===== src/core/conv_fmt_pkg.sv =====
// Shared constants and carrier types for the converter output stage
package conv_fmt_pkg;
  localparam int SAMPLE_W = 14;
  localparam int LATENCY_DEF = 6;
  localparam int MSB_POS = SAMPLE_W - 1;
  localparam logic [13:0] OB_POS_FULL = 14'h3FFF;
  localparam logic [13:0] OB_NEG_FULL = 14'h0000;
  localparam logic [13:0] OB_ZERO = 14'h2000;
  localparam logic [13:0] MSB_MASK = 14'h2000;
  localparam real MIN_RATE_MHZ = 1.0;
  localparam real CLOCK_MHZ = 250.0;

  // One pipeline entry: raw code plus range flags
  typedef struct packed {
    logic [SAMPLE_W-1:0] code;
    logic over;
    logic under;
    logic valid;
  } stage_t;

  typedef enum logic [2:0] {
    ST_OFF = 3'b001,
    ST_FILL = 3'b010,
    ST_RUN = 3'b100
  } pwr_state_t;
endpackage : conv_fmt_pkg


===== src/core/adc_output_format_control.sv =====
// Pipeline, power-down and output stage of the sampling converter
`timescale 1ns/1ps
`default_nettype none
// Overview of operation
// - Format select high gives twos complement
// - Twos complement inverts only the MSB
// - Positive full scale and zero codes fixed
// - Negative full scale codes fixed
// - Over-range saturates to selected full scale
// - Active-low enable drives, else high impedance
// - Power-down stops conversion, keeps reference
// - Power-down discards pipeline, refills after latency
// - Each clock with CLK_EN high and no power-down request advances samples one stage
module adc_output_format_control
  import conv_fmt_pkg::*;
#(
  parameter int LATENCY = LATENCY_DEF
)
(
  // Clock and control
  input wire logic CLOCK,
  input wire logic SRST,
  input wire logic CLK_EN,
  // Pins from the outside world
  input wire logic TWOS_COMPLEMENT_SELECT,
  input wire logic POWER_DOWN_REQUEST,
  input wire logic OUTPUT_ENABLE_N,
  // Raw quantiser result
  input wire logic [SAMPLE_W-1:0] RAW_CODE,
  input wire logic RAW_OVER,
  input wire logic RAW_UNDER,
  // Data and power status outputs
  output logic [SAMPLE_W-1:0] DATA_OUT,
  output logic [SAMPLE_W-1:0] DATA_OE,
  output logic DATA_VALID,
  output logic REFERENCE_ACTIVE,
  output logic CONVERTER_ACTIVE
);
  localparam int CNT_W = $clog2(LATENCY + 1);
  localparam logic [CNT_W-1:0] CNT_ZERO = '0;
  localparam logic [CNT_W-1:0] CNT_LAST = CNT_W'(LATENCY - 1);
  // Pins read as twos complement select, powered down and disabled during reset
  localparam logic [2:0] SYNC_IDLE = 3'h7;

  ////////////////////////////////////////////////////////////////////////
  // Pin synchronisers, two flops each
  logic [2:0] meta_ff;
  logic [2:0] sync_ff;
  logic twos_sel;
  logic pd_req;
  logic oe_n;

  always_ff @(posedge CLOCK)
  begin
    if (SRST)
    begin
      meta_ff <= SYNC_IDLE;
      sync_ff <= SYNC_IDLE;
    end
    else if (CLK_EN)
    begin
      meta_ff <= {TWOS_COMPLEMENT_SELECT, POWER_DOWN_REQUEST, OUTPUT_ENABLE_N};
      sync_ff <= meta_ff;
    end
  end

  assign twos_sel = sync_ff[2];
  assign pd_req = sync_ff[1];
  assign oe_n = sync_ff[0];

  ////////////////////////////////////////////////////////////////////////
  // Power state
  pwr_state_t state_ff;
  pwr_state_t nxt_state;
  logic [CNT_W-1:0] fill_ff;

  always_comb
  begin
    nxt_state = state_ff;
    unique case (state_ff)
      ST_OFF:
        if (!pd_req)
          nxt_state = ST_FILL;
      ST_FILL:
        if (pd_req)
          nxt_state = ST_OFF;
        else if (fill_ff == CNT_LAST)
          nxt_state = ST_RUN;
      ST_RUN:
        if (pd_req)
          nxt_state = ST_OFF;
      default:
        nxt_state = ST_OFF;
    endcase
  end

  // Reset enters power-down so the pipeline starts empty
  always_ff @(posedge CLOCK)
  begin
    if (SRST)
      state_ff <= ST_OFF;
    else if (CLK_EN)
      state_ff <= nxt_state;
  end

  always_ff @(posedge CLOCK)
  begin
    if (SRST)
      fill_ff <= CNT_ZERO;
    else if (CLK_EN)
    begin
      if (state_ff != ST_FILL)
        fill_ff <= CNT_ZERO;
      else
        fill_ff <= fill_ff + CNT_W'(1);
    end
  end

  assign CONVERTER_ACTIVE = (state_ff != ST_OFF);
  // Reference never sleeps, so wake-up is quick
  assign REFERENCE_ACTIVE = 1'b1;

  ////////////////////////////////////////////////////////////////////////
  // Conversion pipeline
  stage_t pipe_ff [LATENCY];
  stage_t head;

  always_comb
  begin
    head.code = RAW_CODE;
    head.over = RAW_OVER;
    head.under = RAW_UNDER & ~RAW_OVER;
    head.valid = (state_ff != ST_OFF);
  end

  genvar g;
  generate
    for (g = 0; g < LATENCY; g++)
    begin : g_stage
      // Chosen at elaboration so stage 0 never indexes below the array
      stage_t feed;
      if (g == 0)
      begin : g_head
        assign feed = head;
      end
      else
      begin : g_link
        assign feed = pipe_ff[g-1];
      end
      always_ff @(posedge CLOCK)
      begin
        if (SRST)
          pipe_ff[g] <= '0;
        else if (CLK_EN)
        begin
          if (pd_req)
            pipe_ff[g] <= '0;
          else
            pipe_ff[g] <= feed;
        end
      end
    end
  endgenerate

  ////////////////////////////////////////////////////////////////////////
  // Output register and tri-state control
  logic [SAMPLE_W-1:0] fmt_word;

  code_formatter u_fmt (
    .in_stage(pipe_ff[LATENCY-1]),
    .twos_sel(twos_sel),
    .word(fmt_word)
  );

  // Words from an empty last stage read as bipolar zero, never stale data
  always_ff @(posedge CLOCK)
  begin
    if (SRST)
    begin
      DATA_OUT <= OB_ZERO;
      DATA_VALID <= 1'b0;
    end
    else if (CLK_EN)
    begin
      DATA_VALID <= pipe_ff[LATENCY-1].valid && !pd_req;
      DATA_OUT <= pipe_ff[LATENCY-1].valid ? fmt_word : (twos_sel ? '0 : OB_ZERO);
    end
  end

  // Disable is bitwise so the pad ring can tri-state each line
  assign DATA_OE = {SAMPLE_W{~oe_n}};

  // Clamp worked out apart from the formatter, so checks do not echo it
  logic [SAMPLE_W-1:0] chk_ob;

  always_comb
  begin
    chk_ob = pipe_ff[LATENCY-1].code;
    if (pipe_ff[LATENCY-1].under)
      chk_ob = OB_NEG_FULL;
    if (pipe_ff[LATENCY-1].over)
      chk_ob = OB_POS_FULL;
  end
endmodule : adc_output_format_control
`default_nettype wire


===== src/core/code_formatter.sv =====
// Clamp and output-code formatter for one sample
`timescale 1ns/1ps
`default_nettype none
module code_formatter
  import conv_fmt_pkg::*;
(
  // Sample in
  input wire stage_t in_stage,
  input wire logic twos_sel,
  // Formatted word
  output logic [SAMPLE_W-1:0] word
);
  logic [SAMPLE_W-1:0] offset_binary_code;

  always_comb
  begin
    if (in_stage.over)
      offset_binary_code = OB_POS_FULL;
    else if (in_stage.under)
      offset_binary_code = OB_NEG_FULL;
    else
      offset_binary_code = in_stage.code;
    // Only the top bit differs between the two codings
    word = twos_sel ? (offset_binary_code ^ MSB_MASK) : offset_binary_code;
  end
endmodule : code_formatter
`default_nettype wire


===== config.mk =====
export PLATFORM = sky130hd
export DESIGN_NAME = adc_output_format_control
export DESIGN_NICKNAME = d
export VERILOG_FILES = /design/src/core/conv_fmt_pkg.sv /design/src/core/adc_output_format_control.sv /design/src/core/code_formatter.sv
export SDC_FILE = /design/constraint.sdc
export NUM_CORES = 1
export LEC_CHECK = 0
export ABC_AREA = 1
export BUFFER_PORTS_ARGS = -buffer_cell sky130_fd_sc_hd__buf_2
export CORE_UTILIZATION = 49
export CTS_CLUSTER_SIZE = 30
export DETAILED_ROUTE_END_ITERATION = 8
export MAX_ROUTING_LAYER = met4
export PLACE_DENSITY_LB_ADDON = 0.12
export SETUP_SLACK_MARGIN = 0.4
export SLEW_MARGIN = 20
export SYNTH_ARGS = -nofsm -noshare
export SYNTH_HDL_FRONTEND = slang
export SYNTH_SLANG_ARGS = --single-unit

===== constraint.sdc =====
create_clock -name CLOCK -period 3.5 [get_ports CLOCK]
set_input_delay 0.7 -clock CLOCK [delete_from_list [all_inputs] [get_ports CLOCK]]
set_output_delay 0.7 -clock CLOCK [all_outputs]
set_load 0.1 [all_outputs]

==> summary.txt, run 1 <==
Routed wire per std cell: 8.86 um
Clock Sinks: 129
Hold Path Class: in -> reg
Max_slew headroom: 56.5%
Status: completed
Slew @ Worst Pin: 651 ps
Max FO, Critical Path: 3
Synth Register Bits: 129
Setup TNS Final: 0 ps
Clk_skew: 10.4 ps
Tot Pwr: 3.75 mW
Die Footprint: 11400 um^2
Die Span Y: 107 um
Worst setup EP type: output port
Avg Inst Size Synth: 10.5 um^2
ANT nets after route: 0
Most frequent cells in the layout: 110 x inv_1, 102 x edfxtp_1, 79 x nand2_1
WHS: 419 ps
DIE WIDTH: 107 um
# hold bufs at CTS: 0
Reg clk slew, reported paths: 60 ps
Peak supply drop: 300 uV
CP arrival: 1500 ps
Final WS setup: 1300 ps
Post-Place Worst Slack: 1110 ps
GRT Util Overall: 12.9%
First-pass DRT Iterations: 4
Antenna violations before repair: 0
Commonest non-fill, non-tap cell in the layout: inv_1
Synthesized cell area: 5390 um^2
Syn nets: 536
Cts repair resizes: 0
Post-Route WL: 6200 um
Layout net count: 575
Pin count of the biggest net entering global routing: 103
Final setup fails: 0
I/O pins: 53
Num CTS Buffers: 17
Row Count: 37
Leak: 2.62 nW
Area delta synth->final: 14.7%
Final-report hold violation count: 0
Nature of the critical path startpoint: flop
DRT iter0 DRCs: 92
Yosys warning total: 0
CTS tree: done
RSZ-0062 raised after global routing: no
Sequential fraction of the synthesis area: 66.9%
DR vias/cell: 4.27
Tcrit/Tclk final: 62.9%
Htree depth: 4
CTS root buffer: clkbuf_8
Vias: 2990
DRC: 0
Setup Crit Path Kind: reg -> out
Share of cells above drive strength 1: 25.2%
HPWL after detailed placement: 3780 um
CTS Buffer Depth: 2
Tmin final: 2200 ps
First-pass GRT wire length: 10900 um
Data required, critical path: 2800 ps
Maximum clock rate: 454 MHz
Diodes inserted: 0
Post-CTS setup buffer count: 0
Max-cap violations: 0
Synth Instances: 512
Cell area power density: 606 nW/um^2
Number of global-route vias before repair: 2659
Yosys cell types: 20
Grt ovf: 0
Max Transition Viols Final: 0
RD Place Congestion: 0.688
# port buffers: 51
Worst skew pair latency: 500 ps
Initial core utilization: 51.3%
CORE AREA: 10500 um^2
-- report_power, final --
group          switching [mW]  internal [mW]  leakage (nW)  total (mW)
registers              0.0278           1.75          1.34        1.78
clock network           0.612           1.00         0.263        1.62
logic                   0.284         0.0688          1.02       0.352
total                   0.923           2.82          2.62        3.75
-- flip-flops by register name, summed over array words and instances, names as in the netlist --
signal      cells
meta_ff         3
DATA_VALID      1
fill_ff         3
sync_ff         3
pipe_ff       102
state_ff        3
DATA_OUT       14
-- per-stage QoR --
stage / util [%] / area (um^2) / instances
after global placement: 53.5 / 5620 / 668
after detailed placement: 53.5 / 5620 / 668
after global routing: 58.8 / 6180 / 700
after CTS: 58.8 / 6180 / 700
final: 58.8 / 6180 / 700
after floorplan: - / 5390 / 512
-- synthesized netlist by cell type --
library cell,number,share of area (%)
a21oi_1,21,2.0
buf_2,10,0.93
buf_4,16,2.2
buf_6,7,1.5
clkbuf_1,1,0.070
conb_1,1,0.070
dfxtp_1,27,10
edfxtp_1,102,57
ha_1,2,0.46
inv_1,110,7.7
inv_2,3,0.21
nand2_1,80,5.6
nand3_1,14,1.3
nand3_2,2,0.37
nor2_1,55,3.8
nor2_2,52,6.0
o21ai_0,6,0.56
or2_1,1,0.12
or2_2,1,0.12
xor2_1,1,0.16
-- worst paths after layout --
path	slack, ps	end	start	cells past startpoint
max reg2reg	1800	pipe_ff[0][12]$_SDFFCE_PN0P_	sync_ff[1]$_SDFFE_PP1P_	4
max	1300	CONVERTER_ACTIVE	state_ff[2]$_SDFFE_PP0P_	3
min reg2reg	460	meta_ff[0]$_SDFFE_PP1P_	meta_ff[0]$_SDFFE_PP1P_	2
min	420	meta_ff[0]$_SDFFE_PP1P_	OUTPUT_ENABLE_N	3
-- layout make-up --
| class | count | area [um^2] |
|---|---|---|
| fill | 867 | 4330 |
| sequential | 129 | 3600 |
| multi-input combinational | 236 | 1120 |
| tap | 136 | 170 |
| inverter | 113 | 424 |
| clock inverter | 15 | 143 |
| clock buffer | 17 | 414 |
| timing repair buffer | 54 | 303 |
-- kinds of logic after synthesis --
logic type | share of synthesized area, %
simple gates | 17.3
buf+inv | 12.6
flops | 66.9
compound gates | 2.51
fa+ha+maj | 0.464
xor+xnor | 0.163
other cells | 0.0696
-- routing by layer --
metal,wire length (um),up-vias,global-route usage [%],part of all wire (%)
li1,-,1635,-,-
met1,2740,1273,13.3,44
met2,3100,75,21.7,50
met3,299,7,4.38,4.8
met4,72,0,7.34,1.2
met5,0,-,-,0
-- critical path, stage by stage, from the launching register on --
cell	delay [ps]
dfxtp_1	350
inv_1	80
nand3_1	130
buf_2	440
Power figures use the tool's default switching activity.
==> run 2: changes to the inputs <==
==> constraint.sdc (replaced) <==
create_clock -name CLOCK -period 2 [get_ports CLOCK]
set_input_delay 0.4 -clock CLOCK [delete_from_list [all_inputs] [get_ports CLOCK]]
set_output_delay 0.4 -clock CLOCK [all_outputs]
set_load 0.1 [all_outputs]
==> run 2 against run 1 <==
  * Worst hold slack worse by 300 ps
  * Worst setup slack got worse by 990 ps
  * Sequential share of layout area decreased by 2.2 points
  * Total power is 79% higher
  * Critical path depth stayed put
  * Critical endpoint is now DATA_OE[7]
  * Critical path type unchanged
  * Via count increased by 2.5%
  * Sequential cell count stayed put
==> summary.txt, run 2 (synthesis results as in run 1) <==
WHS: 121 ps
Vias: 3066
Top delay family on crit path: buffers and inverters
# hold bufs at CTS: 0
Post-Route WL: 6840 um
Setup TNS Final: 0 ps
First-pass GRT wire length: 11100 um
Status: completed
Biggest regs: pipe_ff x102, DATA_OUT x14
First-pass DRT Iterations: 4
Worst skew pair latency: 500 ps
Antenna violations before repair: 0
Maximum clock rate: 590 MHz
Setup Crit Path Kind: reg -> out
Clock Sinks: 129
Number of global-route vias before repair: 2670
Die Footprint: 11400 um^2
Clk_skew: 8.27 ps
Tmin final: 1690 ps
DRC: 0
Routed wire per std cell: 9.73 um
Final setup fails: 0
Filler cells: 822
RSZ-0062 raised after global routing: yes
Pin count of the biggest net entering global routing: 101
Post-Place Worst Slack: 303 ps
CTS root buffer: clkbuf_8
Row Count: 37
Most frequent cells in the layout: 109 x inv_1, 102 x edfxtp_1, 78 x nand2_1
CP arrival: 1290 ps
Htree depth: 4
Layout net count: 579
Final WS setup: 306 ps
I/O pins: 53
Reg clk slew, reported paths: 60 ps
HPWL after detailed placement: 3680 um
# port buffers: 51
Leak: 2.69 nW
Final-report hold violation count: 0
Biggest register: pipe_ff
Max Transition Viols Final: 0
Crit path max-delay cell type: dfxtp_2
WP buf/inv: 3
Num CTS Buffers: 17
Diodes inserted: 0
Cells along the critical path: clkinvlp_4 > buf_12 > buf_6
Nature of the critical path startpoint: flop
Hold Path Class: in -> reg
Cell area power density: 1040 nW/um^2
CORE AREA: 10500 um^2
Worst setup EP type: output port
Worst path max stage delay: 320 ps
Max-cap violations: 0
GRT Util Overall: 13.1%
Area delta synth->final: 19.3%
RD Place Congestion: 0.716
DIE WIDTH: 107 um
Share of cells above drive strength 1: 26.3%
Max FO, Critical Path: 14
DRT iter0 DRCs: 70
Max reg flops: 102
Tot Pwr: 6.70 mW
Peak supply drop: 570 uV
Commonest non-fill, non-tap cell in the layout: inv_1
Grt ovf: 0
CTS tree: done
CTS Buffer Depth: 2
ANT nets after route: 0
Initial core utilization: 51.3%
Die Span Y: 107 um
Tcrit/Tclk final: 84.7%
Data required, critical path: 1600 ps
DR vias/cell: 4.36
run 2: changes by cell type in the layout (fill, tap and decap cells not counted), moves of 2 or more:
cell | before | now
buf_2 | 51 | 21
buf_4 | 1 | 18
buf_6 | 0 | 13
buf_8 | 0 | 2
inv_6 | 2 | 0
nand2_8 | 0 | 2
run 2: cell type report:
class                           count  area (um^2)  share of cell area [%]
Timing Repair Buffer               57          489                    7.61
Inverter                          113          430                    6.70
Multi-Input combinational cell    237         1170                    18.2
Sequential cell                   129         3600                    56.1
Clock inverter                     13          145                    2.26
Clock buffer                       18          418                    6.50
Tap cell                          136          170                    2.65
run 2: power breakdown:
| part | switching [mW] | total (mW) | internal, mW |
|---|---|---|---|
| Sequential | 0.0516 | 3.11 | 3.06 |
| Combinational | 0.516 | 0.691 | 0.174 |
| Clock | 1.03 | 2.90 | 1.87 |
run 2: worst paths after layout:
kind | startpoint | endpoint | slack [ps] | cells after the start
max | sync_ff[0]$_SDFFE_PP1P_ | DATA_OE[7] | 310 | 3
min | OUTPUT_ENABLE_N | meta_ff[0]$_SDFFE_PP1P_ | 120 | 3
max reg2reg | sync_ff[1]$_SDFFE_PP1P_ | pipe_ff[4][0]$_SDFFCE_PN0P_ | 510 | 4
min reg2reg | meta_ff[2]$_SDFFE_PP1P_ | meta_ff[2]$_SDFFE_PP1P_ | 460 | 2
run 2: per-layer routing:
metal  track usage (%)  part of all wire (%)  vias to the layer above
li1                  -                     -                     1645
met1              13.5                    46                     1338
met2              22.1                    48                       69
met3              4.56                   4.3                       14
met4              6.75                   1.7                        0
met5                 -                     0                        -
run 2: worst register-to-register path, cell delays in order, from the launching register on:
cell and delay [ps]:
dfxtp_1 420, inv_2 120, nand3_4 220, clkbuf_16 380, nor2_1 90
run 2: timing repair:
action | CTS | global route
buffers inserted | 2 | 0
gates cloned | 0 | 2
hold endpoints to repair | 0 | 0
gates resized for setup | 47 | 3
setup endpoints to repair | 30 | 130
pin swaps | 0 | 1
run 2: stage by stage:
stage	utilization (%)	instances	area [um^2]
2_1_floorplan	-	512	5450
3_3_place_gp	53.7	668	5640
3_5_place_dp	53.7	668	5640
4_1_cts	60.6	701	6370
5_1_grt	61.2	703	6430
6_report	61.2	703	6430
